[src/shared/fap_defs.vh]
`ifndef FAP_DEFS_VH
`define FAP_DEFS_VH
// Register byte addresses
`define FAP_ADDR_AUTO_CFG 12'h000
`define FAP_ADDR_DIRECT_CFG 12'h004
`define FAP_ADDR_DOR 12'h008
`define FAP_ADDR_DSR 12'h00C
`define FAP_ADDR_MSR 12'h010
`define FAP_ADDR_DATA 12'h014
`define FAP_ADDR_STATUS 12'h018
// Field positions
`define FAP_AUTO_EN_BIT 0
`define FAP_DIRECT_PD_BIT 0
`define FAP_DOR_RESET_N_BIT 2
`define FAP_DOR_MOTOR_LSB 4
`define FAP_DOR_MOTOR_W 4
`define FAP_DSR_RESET_BIT 7
`define FAP_DSR_PD_BIT 6
// Values
`define FAP_MSR_IDLE 8'h80
`define FAP_DOR_RESET_VAL 8'h04
`define FAP_DSR_RESET_VAL 8'h02
// Timing
`define FAP_CLK_MHZ 125
`define FAP_TIMER_MS 10
`define FAP_TIMER_CYC (`FAP_TIMER_MS * 1000 * `FAP_CLK_MHZ)
`endif

[src/logic/fap_power.v]
`timescale 1ns/10ps
// Contract
// RULE1 - Auto powerdown only when auto enable bit set and all idle conditions hold
// RULE2 - Any active motor enable bit blocks auto powerdown
// RULE3 - Main status must be 80h and controller interrupt low
// RULE4 - Head unload timer must have expired
// RULE5 - Dedicated 10 ms idle timer must have expired
// RULE6 - Timer starts on enable; power down once all conditions meet
// RULE7 - Clearing auto enable cancels timer and holds block awake
// RULE8 - Host waits 8 us after auto wake before commands
// RULE9 - Host waits 8 us at 250k, 4 us at 500k after direct wake
// RULE10 - Data-rate powerdown bit overrides auto powerdown
// RULE11 - After data-rate powerdown wake, auto powerdown applies again
// RULE12 - Hardware or software reset wakes and runs normal reset
// RULE13 - Wake by register access keeps all state intact
// RULE14 - Writing any motor enable wakes; reading output register does not
// RULE15 - Reading main status wakes
// RULE16 - Reading or writing data register wakes
// RULE17 - Every wake restarts the 10 ms timer
// RULE18 - Other register accesses complete without waking, reading true status
// RULE19 - Writes to non-waking registers are kept and used after wake
// RULE20 - Drive-side pins disabled while powered down
// RULE21 - System-side pins stay active while powered down
// RULE22 - Direct powerdown via direct config register, independent of auto
// RULE23 - Other output or data-rate register writes do not wake
// RULE24 - Conditions checked every cycle; enter in first cycle all true
`include "fap_defs.vh"
module fap_power #(
  parameter TIMER_CYC = `FAP_TIMER_CYC
) (
  input wire clk,
  input wire rst,
  input wire psel,
  input wire penable,
  input wire pwrite,
  input wire [11:0] paddr,
  input wire [31:0] pwdata,
  output wire pready,
  output reg [31:0] prdata,
  output wire pslverr,
  input wire [7:0] main_status_reg,
  input wire fdc_int,
  input wire head_unload_done,
  input wire [7:0] data_rd,
  output reg data_rd_stb,
  output reg data_wr_stb,
  output reg [7:0] data_wr,
  output wire [3:0] motor_en,
  output wire [1:0] data_rate,
  output wire fdc_soft_reset,
  output wire fdc_powered_down,
  output wire auto_pd_active,
  output wire drive_pins_oe_n,
  output wire fpd
);
  // ==========================================
  // State codes and sizes
  localparam ST_AWAKE = 3'b001;
  localparam ST_AUTO = 3'b010;
  localparam ST_DSR = 3'b100;
  localparam MOTOR_W = `FAP_DOR_MOTOR_W;
  localparam COND_W = 6;
  localparam [31:0] TIMER_LAST = TIMER_CYC - 1;
  // ==========================================
  // Registers
  reg auto_en_r;
  reg auto_en_nxt;
  reg direct_pd_r;
  reg direct_pd_nxt;
  reg [7:0] dor_r;
  reg [7:0] dor_nxt;
  reg [7:0] dsr_r;
  reg [7:0] dsr_nxt;
  reg [2:0] state_r;
  reg [2:0] state_nxt;
  reg [31:0] timer_r;
  reg [31:0] timer_nxt;
  reg timer_done_r;
  reg timer_done_nxt;
  reg [31:0] rd_mux;
  reg [31:0] prdata_nxt;
  reg data_wr_stb_nxt;
  reg data_rd_stb_nxt;
  reg [7:0] data_wr_nxt;
  // ==========================================
  // Bus decode
  wire acc;
  wire wr;
  wire rd;
  wire setup_rd;
  wire hit_auto;
  wire hit_dir;
  wire hit_dor;
  wire hit_dsr;
  wire hit_msr;
  wire hit_data;
  wire hit_stat;
  wire mapped;
  assign acc = psel & penable;
  assign wr = acc & pwrite;
  assign rd = acc & ~pwrite;
  assign setup_rd = psel & ~penable & ~pwrite;
  assign hit_auto = (paddr == `FAP_ADDR_AUTO_CFG);
  assign hit_dir = (paddr == `FAP_ADDR_DIRECT_CFG);
  assign hit_dor = (paddr == `FAP_ADDR_DOR);
  assign hit_dsr = (paddr == `FAP_ADDR_DSR);
  assign hit_msr = (paddr == `FAP_ADDR_MSR);
  assign hit_data = (paddr == `FAP_ADDR_DATA);
  assign hit_stat = (paddr == `FAP_ADDR_STATUS);
  assign mapped = hit_auto | hit_dir | hit_dor | hit_dsr |
                  hit_msr | hit_data | hit_stat;
  assign pready = 1'b1; // [RULE18] [RULE21]
  assign pslverr = acc & ~mapped;
  // ==========================================
  // Wake sources
  wire [MOTOR_W-1:0] wr_motor;
  wire dor_reset;
  wire dsr_reset;
  wire sw_reset;
  wire wake_motor;
  wire wake_msr;
  wire wake_data;
  wire wake;
  wire dsr_pd_wr;
  genvar gi;
  // ==========================================
  // Motor bits of a write
  generate
    for (gi = 0; gi < MOTOR_W; gi = gi + 1) begin : g_wr_motor
      assign wr_motor[gi] = pwdata[`FAP_DOR_MOTOR_LSB + gi];
    end
  endgenerate
  assign dor_reset = wr & hit_dor & ~pwdata[`FAP_DOR_RESET_N_BIT];
  assign dsr_reset = wr & hit_dsr & pwdata[`FAP_DSR_RESET_BIT];
  assign sw_reset = dor_reset | dsr_reset; // [RULE12]
  assign wake_motor = wr & hit_dor & (|wr_motor); // [RULE14] [RULE23]
  assign wake_msr = rd & hit_msr; // [RULE15]
  assign wake_data = acc & hit_data; // [RULE16]
  assign wake = wake_motor | wake_msr | wake_data | sw_reset; // [RULE18]
  assign dsr_pd_wr = wr & hit_dsr & pwdata[`FAP_DSR_PD_BIT];
  // ==========================================
  // Config next values, retained in any state except the DSR powerdown bit, cleared on a wake in ST_DSR
  always @* begin
    auto_en_nxt = auto_en_r;
    if (wr & hit_auto) begin
      auto_en_nxt = pwdata[`FAP_AUTO_EN_BIT];
    end
  end
  always @* begin
    direct_pd_nxt = direct_pd_r;
    if (wr & hit_dir) begin
      direct_pd_nxt = pwdata[`FAP_DIRECT_PD_BIT]; // [RULE22]
    end
  end
  always @* begin
    dor_nxt = dor_r;
    if (wr & hit_dor) begin
      dor_nxt = pwdata[7:0]; // [RULE19]
    end
  end
  always @* begin
    dsr_nxt = dsr_r;
    if (wr & hit_dsr) begin
      dsr_nxt = {1'b0, pwdata[6:0]}; // [RULE19]
    end else if ((state_r == ST_DSR) && wake) begin
      dsr_nxt[`FAP_DSR_PD_BIT] = 1'b0;
    end
  end
  // ==========================================
  // Config flops
  always @(posedge clk) begin
    if (rst) begin
      auto_en_r <= 1'b0;
    end else begin
      auto_en_r <= auto_en_nxt;
    end
  end
  always @(posedge clk) begin
    if (rst) begin
      direct_pd_r <= 1'b0;
    end else begin
      direct_pd_r <= direct_pd_nxt;
    end
  end
  always @(posedge clk) begin
    if (rst) begin
      dor_r <= `FAP_DOR_RESET_VAL;
    end else begin
      dor_r <= dor_nxt;
    end
  end
  always @(posedge clk) begin
    if (rst) begin
      dsr_r <= `FAP_DSR_RESET_VAL;
    end else begin
      dsr_r <= dsr_nxt;
    end
  end
  // ==========================================
  // Config outputs
  generate
    for (gi = 0; gi < MOTOR_W; gi = gi + 1) begin : g_motor
      assign motor_en[gi] = dor_r[`FAP_DOR_MOTOR_LSB + gi];
    end
  endgenerate
  assign data_rate = dsr_r[1:0];
  assign fdc_soft_reset = rst | sw_reset; // [RULE12]
  // ==========================================
  // Idle timer
  always @* begin
    timer_nxt = timer_r;
    timer_done_nxt = timer_done_r;
    if (!auto_en_r || wake) begin
      timer_nxt = 32'h0; // [RULE7] [RULE17]
      timer_done_nxt = 1'b0;
    end else if ((state_r == ST_AWAKE) && !timer_done_r) begin
      if (timer_r == TIMER_LAST) begin
        timer_done_nxt = 1'b1; // [RULE5] [RULE6]
      end else begin
        timer_nxt = timer_r + 32'h1;
      end
    end
  end
  always @(posedge clk) begin
    if (rst) begin
      timer_r <= 32'h0;
      timer_done_r <= 1'b0;
    end else begin
      timer_r <= timer_nxt;
      timer_done_r <= timer_done_nxt;
    end
  end
  // ==========================================
  // Idle conditions
  wire [COND_W-1:0] idle_cond;
  wire idle_ok;
  assign idle_cond[0] = auto_en_r; // [RULE1]
  assign idle_cond[1] = ~(|motor_en); // [RULE2]
  assign idle_cond[2] = (main_status_reg == `FAP_MSR_IDLE); // [RULE3]
  assign idle_cond[3] = ~fdc_int; // [RULE3]
  assign idle_cond[4] = head_unload_done; // [RULE4]
  assign idle_cond[5] = timer_done_r; // [RULE5]
  assign idle_ok = &idle_cond; // [RULE1]
  // ==========================================
  // Power state
  always @* begin
    state_nxt = state_r;
    case (state_r)
      ST_AWAKE: begin
        if (dsr_pd_wr) begin
          state_nxt = ST_DSR;
        end else if (idle_ok && !wake) begin
          state_nxt = ST_AUTO; // [RULE24] [RULE6]
        end
      end
      ST_AUTO: begin
        if (dsr_pd_wr) begin
          state_nxt = ST_DSR; // [RULE10]
        end else if (wake || !auto_en_r) begin
          state_nxt = ST_AWAKE; // [RULE13] [RULE7]
        end
      end
      ST_DSR: begin
        if (wake) begin
          state_nxt = ST_AWAKE; // [RULE11]
        end
      end
      default: begin
        state_nxt = ST_AWAKE;
      end
    endcase
  end
  always @(posedge clk) begin
    if (rst) begin
      state_r <= ST_AWAKE; // [RULE12]
    end else begin
      state_r <= state_nxt;
    end
  end
  // ==========================================
  // Powerdown outputs
  assign auto_pd_active = (state_r == ST_AUTO);
  assign fdc_powered_down = (state_r != ST_AWAKE) | direct_pd_r; // [RULE22]
  assign drive_pins_oe_n = fdc_powered_down; // [RULE20]
  assign fpd = fdc_powered_down;
  // ==========================================
  // Register words
  wire [31:0] word_auto;
  wire [31:0] word_dir;
  wire [31:0] word_dor;
  wire [31:0] word_dsr;
  wire [31:0] word_msr;
  wire [31:0] word_data;
  wire [31:0] word_stat;
  assign word_auto = {31'h0, auto_en_r};
  assign word_dir = {31'h0, direct_pd_r};
  assign word_dor = {24'h0, dor_r}; // [RULE18]
  assign word_dsr = {24'h0, dsr_r};
  assign word_msr = {24'h0, main_status_reg};
  assign word_data = {24'h0, data_rd};
  assign word_stat = {29'h0, state_r};
  // ==========================================
  // Read mux
  always @* begin
    rd_mux = 32'h0;
    case (1'b1)
      hit_auto: begin
        rd_mux = word_auto;
      end
      hit_dir: begin
        rd_mux = word_dir;
      end
      hit_dor: begin
        rd_mux = word_dor;
      end
      hit_dsr: begin
        rd_mux = word_dsr;
      end
      hit_msr: begin
        rd_mux = word_msr;
      end
      hit_data: begin
        rd_mux = word_data;
      end
      hit_stat: begin
        rd_mux = word_stat;
      end
      default: begin
        rd_mux = 32'h0;
      end
    endcase
  end
  // ==========================================
  // Read capture at the setup edge
  always @* begin
    prdata_nxt = prdata;
    if (setup_rd) begin
      prdata_nxt = rd_mux; // [RULE18]
    end
  end
  // ==========================================
  // Data port strobes
  always @* begin
    data_wr_stb_nxt = wr & hit_data;
    data_rd_stb_nxt = rd & hit_data;
    data_wr_nxt = data_wr;
    if (wr & hit_data) begin
      data_wr_nxt = pwdata[7:0];
    end
  end
  // ==========================================
  // Bus flops
  always @(posedge clk) begin
    if (rst) begin
      prdata <= 32'h0;
    end else begin
      prdata <= prdata_nxt;
    end
  end
  always @(posedge clk) begin
    if (rst) begin
      data_rd_stb <= 1'b0;
      data_wr_stb <= 1'b0;
      data_wr <= 8'h00;
    end else begin
      data_rd_stb <= data_rd_stb_nxt;
      data_wr_stb <= data_wr_stb_nxt;
      data_wr <= data_wr_nxt;
    end
  end
endmodule // fap_power

[config.mk]
export PLATFORM = sky130hd
export DESIGN_NAME = fap_power
export DESIGN_NICKNAME = d
export VERILOG_FILES = /design/src/logic/fap_power.v
export VERILOG_INCLUDE_DIRS = /design/src /design/src/shared
export SDC_FILE = /design/constraint.sdc
export NUM_CORES = 1
export LEC_CHECK = 0
export BUFFER_PORTS_ARGS = -buffer_cell sky130_fd_sc_hd__clkbuf_2
export CAP_MARGIN = 30
export CORE_MARGIN = 4
export CORE_UTILIZATION = 55
export CTS_CLUSTER_DIAMETER = 50
export DETAILED_ROUTE_END_ITERATION = 8
export GPL_ROUTABILITY_DRIVEN = 0
export PLACE_DENSITY = 0.87
export SETUP_SLACK_MARGIN = 0.02
export SLEW_MARGIN = 30
export SYNTH_ARGS = -nofsm -noshare
export SYNTH_HDL_FRONTEND = slang
export SYNTH_SLANG_ARGS = --single-unit
[constraint.sdc]
create_clock -name clk -period 3.9 [get_ports clk]
set_input_delay 0.195 -clock clk [delete_from_list [all_inputs] [get_ports clk]]
set_output_delay 0.195 -clock clk [all_outputs]
set_load 0.01 [all_outputs]
Word-level counts from Yosys, hierarchy flattened --
Cells that the tools add are included.
Storage, ports and cells: register bits after elaboration 95, word-level logic and storage cells 96
Cells by class: add/sub/neg operators 1, equality and inequality tests 15, mux-type cells 15, bitwise logic cells 37, reduce and logical (&&, ||, !) cells 16
Operator list (count):
- two-way mux 8 bit | 6
- equality test 12 x 5 -> 1 bit, second input constant | 3
- adder 32 x 1 -> 32 bit, second input constant | 1
- equality test 32 x 21 -> 1 bit, second input constant | 1
- equality test 12 x 4 -> 1 bit, second input constant | 2
- AND 1 bit | 18
- two-way mux 3 bit | 6
- equality test 12 x 3 -> 1 bit, second input constant | 1
- zero test 12 bit | 1
- OR 1 bit | 12
- case mux 3 bit (3 select lines) | 1
- equality test 8 bit, second input constant | 1
- OR reduction 4 bit | 2
- NOT 1 bit | 7
- inequality test 3 x 1 -> 1 bit, second input constant | 2
- AND reduction 6 bit | 1
- AND reduction 2 bit | 2
- equality test 3 x 1 -> 1 bit, second input constant | 1
- equality test 3 x 2 -> 1 bit, second input constant | 1
- equality test 3 bit, second input constant | 1
- logical AND 1 bit | 3
- zero test 1 bit | 3
- inequality test 3 x 2 -> 1 bit, second input constant | 1
- AND reduction 3 bit | 1
- 5 further kinds | 6

Depth between registers and ports, before layout --
depth after elaboration 12, depth in mapped cells 7

Worst setup path before layout --
No wires, ideal clock.
kind input to output, from input port paddr[9], to output port fdc_soft_reset, arrival 1.837 ns, path slack 1.868 ns, stages 5, buffers on the path 1, cell sequence nor4_2 nand4_1 or3_1 clkbuf_1 o21ai_0
On the way: word-level cells in the longest chain between the ends 5, elaborated cells between the ends (all ways) 8, classes of those cells eq/ne: 2; bitwise: 6
Ends and longest elaborated chain:
- start: declaration | line fap_power.v:36 | input wire [11:0] paddr,
- equality test 12 x 4 -> 1 bit (no line)
- AND 1 bit, on equally long branches (2 in series) | line fap_power.v:133, fap_power.v:134
- OR 1 bit * | line fap_power.v:135 | assign sw_reset = dor_reset | dsr_reset;
- OR 1 bit * | line fap_power.v:207 | assign fdc_soft_reset = rst | sw_reset;
- end: declaration | line fap_power.v:50 | output wire fdc_soft_reset,
Every way passes the cells marked *; elsewhere a longest branch is shown, timed or not.

Worst setup path after layout --
from input port paddr[3], to output port fdc_soft_reset
The elaborated chain is that of the path after synthesis.

==> metrics.md <==
| Metric | Value |
|---|---|
| End point of the worst hold path | `data_rd_stb$_SDFF_PP0_` |
| Fraction of met3 tracks used by global routing | `about 3.0%` |
| Post-detailed-route via-to-cell ratio | `about 5.8` |
| GRT Overall Usage | `22.0%` |
| Combined area of all synthesized cells | `3810 µm²` |
| Mean instance size in the synthesized netlist | `8.37 µm²` |
| Startpoint of the worst-slack reg-to-reg timing path | `state_r[2]$_SDFFE_PP0P_` |
| Footprint of the multi-input gates | `2090 µm²` |
| Wire length of the first global-routing pass | `15100 µm` |
| Number of cells on the worst hold path | `2` |
| Top fanout value on the critical path | `12` |
| Fraction of power consumed by sequential logic | `approximately 55%` |
| DR iter-0 viols | `356` |
| Max frequency | `roughly 390 MHz` |
| Cell chosen for the clock root | `sky130_fd_sc_hd__clkbuf_8` |
| Detailed Place HPWL | `a little under 7000 µm` |
| Count of nets left with antenna violations after detail routing | `0` |
| Combinational share of power | `between 6 and 7%` |
| CTS tree | `yes` |
| Wire length per cell after detailed routing | `approximately 16 µm` |
| Inserted Clock Buffers | `9` |
| Crit path capture type | `output port` |
| FP Rows | `30` |
| Leading cell types by total area after synthesis | `sky130_fd_sc_hd__dfxtp_1, sky130_fd_sc_hd__nor2_1, sky130_fd_sc_hd__buf_4` |
| Global routing usage on met1 | `around 29%` |
| Max_slew headroom | `55.7%` |
| Dominant combinational cell family by area after synthesis | `simple AND/OR/NAND/NOR gates` |
| Hold Violations, Final | `0` |
| Post-synthesis xor/xnor area fraction | `6.43%` |
| Outcome | `finished clean` |
| Via count of the first global-routing pass | `approximately 3300` |
| Area fraction in compound gates after synthesis | `10.7%` |
| Max-slew violation count | `0` |
| CP Data Arrival Time | `2380 ps` |
| Internal Pwr Total | `0.982 mW` |
| Adder and majority cell fraction of the synthesized area | `0.328%` |
| Final antenna diode count | `0` |
| Number of enable-type register cells in the synthesized netlist | `0` |
| Detailed-routing iteration count for the pre-antenna-repair pass | `5` |
| Part of the power in the clock network | `38.9%` |
| Actual transition at the worst max-transition pin | `~660 ps` |
| Proportion of synthesized area in mux cells | `under 10%` |
| Layout cell share with drive strength beyond 1 | `~21%` |
| Die footprint | `~8300 µm²` |
| CTS H-Tree Depth | `3` |
| Number of distinct library cells after synthesis | `between 50 and 60` |
| Placeable core region | `roughly 6800 µm²` |
| Number of synthesis warnings | `0` |
| Die Y-Extent | `approximately 91 µm` |
| Net Sw Frac | `26.0%` |
| Sinks on the clock net | `71` |
| Worst Min Path Start | `pwrite` |
| Number of register bits inferred by synthesis | `between 70 and 80` |
| CTS Hold Bufs | `0` |
| Area growth syn-to-layout | `10.1%` |
| Sort of element at the start of the critical path | `input port` |
| Via count | `3427` |
| Number of antenna violations at the first check in global routing | `0` |
| Number of cells upsized or downsized after cts | `0` |
| Worst Clk Skew | `about 12 ps` |
| Filler cell count in the final layout | `567` |
| Worst Path Class, Setup | `in2out` |
| Total routed wirelength | `roughly 9300 µm` |
| Post-Place Worst Slack | `~1400 ps` |
| Time the worst path needs with I/O delays and setup | `about 2600 ps` |
| Power density cells | `316 nW/µm²` |
| Area leader, netlist | `sky130_fd_sc_hd__dfxtp_1` |
| Count of endpoints failing setup in the final report | `0` |
| Aggregate global routing overflow | `0` |
| Area fraction in and, or, nand and nor cells after synthesis | `between 20 and 30%` |
| Period Utilization, post-route | `66.0%` |
| Storage cell area | `1420 µm²` |
| Sum Neg Setup Slack | `0 ps` |
| Reg-to-reg critical path endpoint | `timer_r[28]$_SDFFE_PP0P_` |
| Port buffer count | `72` |
| Latest clock arrival within the worst-skew pair | `between 300 and 400 ps` |
| FF-to-FF path depth | `5` |
| Clock edge transition at the registers on the reported setup and hold paths | `~70 ps` |
| Maximum number of pins on one net before global-route repair | `35` |
| Boundary pin count | `between 100 and 150` |
| Psw | `between 0.3 and 0.4 mW` |
| Worst vdd rail ir drop | `about 0.21 mV` |
| Global-route track usage on met2 | `between 30% and 40%` |
| Data required time of the critical path | `between 3000 and 4000 ps` |
| Final routed DRC violation total | `0` |
| Top_reg_cell synth | `sky130_fd_sc_hd__dfxtp_1` |
| Clk buf depth | `2` |
| LEAKAGE | `1.55 nW` |
| Setup repair after global routing missed its margin | `no` |
| Area share of the largest cell type after synthesis | `between 30% and 40%` |
| Max-Cap Viols | `0` |
| Final worst slack | `roughly 1300 ps` |
| NumNets Final | `577` |
| Highest-utilization routing layer at the global route stage | `met2` |
| HP Class | `in2reg` |
| Proportion of synthesized flip-flops having asynchronous set or reset | `0%` |
| Die Span X | `about 90 µm` |
| Starting density of the core | `56.5%` |
| Number of instances in the synthesized netlist | `~460` |
| Setup slack of the most critical reg-to-reg path | `1590 ps` |
| Register area share after synthesis | `37.3%` |
| Post-CTS repair timing setup buffer count | `0` |
## power by group through the flow
stage / sequential, mW / clock, mW / combinational [mW]
global placement: 0.742 / 0 / 0.0819
detailed placement: 0.742 / 0 / 0.0830
floorplan: 0.742 / 0 / 0.0626
CTS: 0.725 / 0.522 / 0.0832
global route: 0.725 / 0.552 / 0.0930
finish: 0.725 / 0.516 / 0.0864
## Yosys cell counts, types with 5 or more instances
| cell | n |
|---|---|
| sky130_fd_sc_hd__and4_1 | 5 |
| sky130_fd_sc_hd__mux2i_1 | 23 |
| sky130_fd_sc_hd__xor2_1 | 6 |
| sky130_fd_sc_hd__inv_1 | 13 |
| sky130_fd_sc_hd__nand3_1 | 19 |
| sky130_fd_sc_hd__buf_4 | 34 |
| sky130_fd_sc_hd__o211ai_1 | 5 |
| sky130_fd_sc_hd__nor4_1 | 10 |
| sky130_fd_sc_hd__clkbuf_1 | 18 |
| sky130_fd_sc_hd__nand4_1 | 9 |
| sky130_fd_sc_hd__nand2_1 | 27 |
| sky130_fd_sc_hd__or3_1 | 5 |
| sky130_fd_sc_hd__nor3_1 | 11 |
| sky130_fd_sc_hd__dfxtp_1 | 71 |
| sky130_fd_sc_hd__xnor2_1 | 22 |
| sky130_fd_sc_hd__nor2_1 | 72 |
| sky130_fd_sc_hd__and3_1 | 5 |
| sky130_fd_sc_hd__o21ai_0 | 16 |
| sky130_fd_sc_hd__nor3_2 | 9 |
| sky130_fd_sc_hd__a21oi_1 | 17 |
## cell usage in the layout, fill, tap and decap left out, types with 3 or more instances in the layout
cell / count
sky130_fd_sc_hd__xor2_1: 6
sky130_fd_sc_hd__clkbuf_2: 72
sky130_fd_sc_hd__mux2i_1: 23
sky130_fd_sc_hd__nor3_2: 9
sky130_fd_sc_hd__o31ai_1: 4
sky130_fd_sc_hd__clkbuf_8: 9
sky130_fd_sc_hd__o21ai_0: 16
sky130_fd_sc_hd__a41oi_1: 3
sky130_fd_sc_hd__or3_1: 5
sky130_fd_sc_hd__nor2_1: 72
sky130_fd_sc_hd__clkinv_2: 3
sky130_fd_sc_hd__nand2b_1: 4
sky130_fd_sc_hd__and3_1: 5
sky130_fd_sc_hd__and4_1: 5
sky130_fd_sc_hd__inv_1: 13
sky130_fd_sc_hd__dfxtp_1: 71
sky130_fd_sc_hd__conb_1: 25
sky130_fd_sc_hd__nor3b_1: 3
sky130_fd_sc_hd__nor4b_1: 4
sky130_fd_sc_hd__nand3_1: 19
sky130_fd_sc_hd__a21oi_1: 17
sky130_fd_sc_hd__nor4_1: 10
sky130_fd_sc_hd__o211ai_1: 5
sky130_fd_sc_hd__nand2_1: 27
sky130_fd_sc_hd__xnor2_1: 22
sky130_fd_sc_hd__a31oi_1: 4
sky130_fd_sc_hd__nor3_1: 11
sky130_fd_sc_hd__nand4_1: 9
## worst max-delay path, cell delays in order
cell	delay [ps]
sky130_fd_sc_hd__clkbuf_2	230
sky130_fd_sc_hd__nor2b_1	410
sky130_fd_sc_hd__nand4_1	400
sky130_fd_sc_hd__or3_1	710
sky130_fd_sc_hd__o21ai_0	270
sky130_fd_sc_hd__clkbuf_2	170
## worst max-delay path by stage
stage	start	to	slack, ps	cells past startpoint
2_1_floorplan	paddr[9]	fdc_soft_reset	1870	5
3_3_place_gp	paddr[3]	fdc_soft_reset	1400	6
3_5_place_dp	paddr[3]	fdc_soft_reset	1420	6
4_1_cts	paddr[3]	fdc_soft_reset	1410	6
5_1_grt	paddr[3]	fdc_soft_reset	1170	6
6_report	paddr[3]	fdc_soft_reset	1330	6
## kinds of logic (layout without fill, tap and decap cells)
| logic type | Yosys count | after routing |
|---|---|---|
| AOI/OAI and AO/OA | 63 | 63 |
| DFF | 71 | 71 |
| buffers and inverters | 67 | 102 |
| adders and majority gates | 1 | 1 |
| and+or+nand+nor | 200 | 200 |
| muxes | 24 | 24 |
| xor gates and xnor gates | 28 | 28 |
| other | 2 | 25 |
## metrics by stage
step	hold WS, ps	util (%)	area (µm²)	std cells	power (mW)
floorplan	273	-	3900	479	0.805
global placement	435	59.6	4030	578	0.824
detailed placement	442	59.6	4030	578	0.825
CTS	87.0	62.2	4200	594	1.33
global route	114	62.2	4200	594	1.37
finish	114	62.2	4200	594	1.33
## state kept, by name, indices dropped and copies added (netlist names)
signal and count:
data_wr_stb 1, state_r 3, data_wr 8, direct_pd_r 1
dsr_r 7, auto_en_r 1, dor_r 8, timer_done_r 1
timer_r 32, data_rd_stb 1, prdata 8
## metal layers
layer | share of wire, % | vias to the layer above
li1 | - | 1657
met1 | 42 | 1577
met2 | 48 | 172
met3 | 7.9 | 21
met4 | 2.0 | 0
met5 | 0 | -
## area by class of cell
| cell class | instances | share of cell area [%] |
|---|---|---|
| multi-input cells | 341 | 49.8 |
| flip-flops and latches | 71 | 33.8 |
| repair buffers | 73 | 8.76 |
| clock buffers | 9 | 2.95 |
| well taps | 80 | 2.38 |
| inverters | 13 | 1.16 |
| clock inverters | 7 | 1.13 |
No activity file was read; power rests on OpenSTA's default activity.
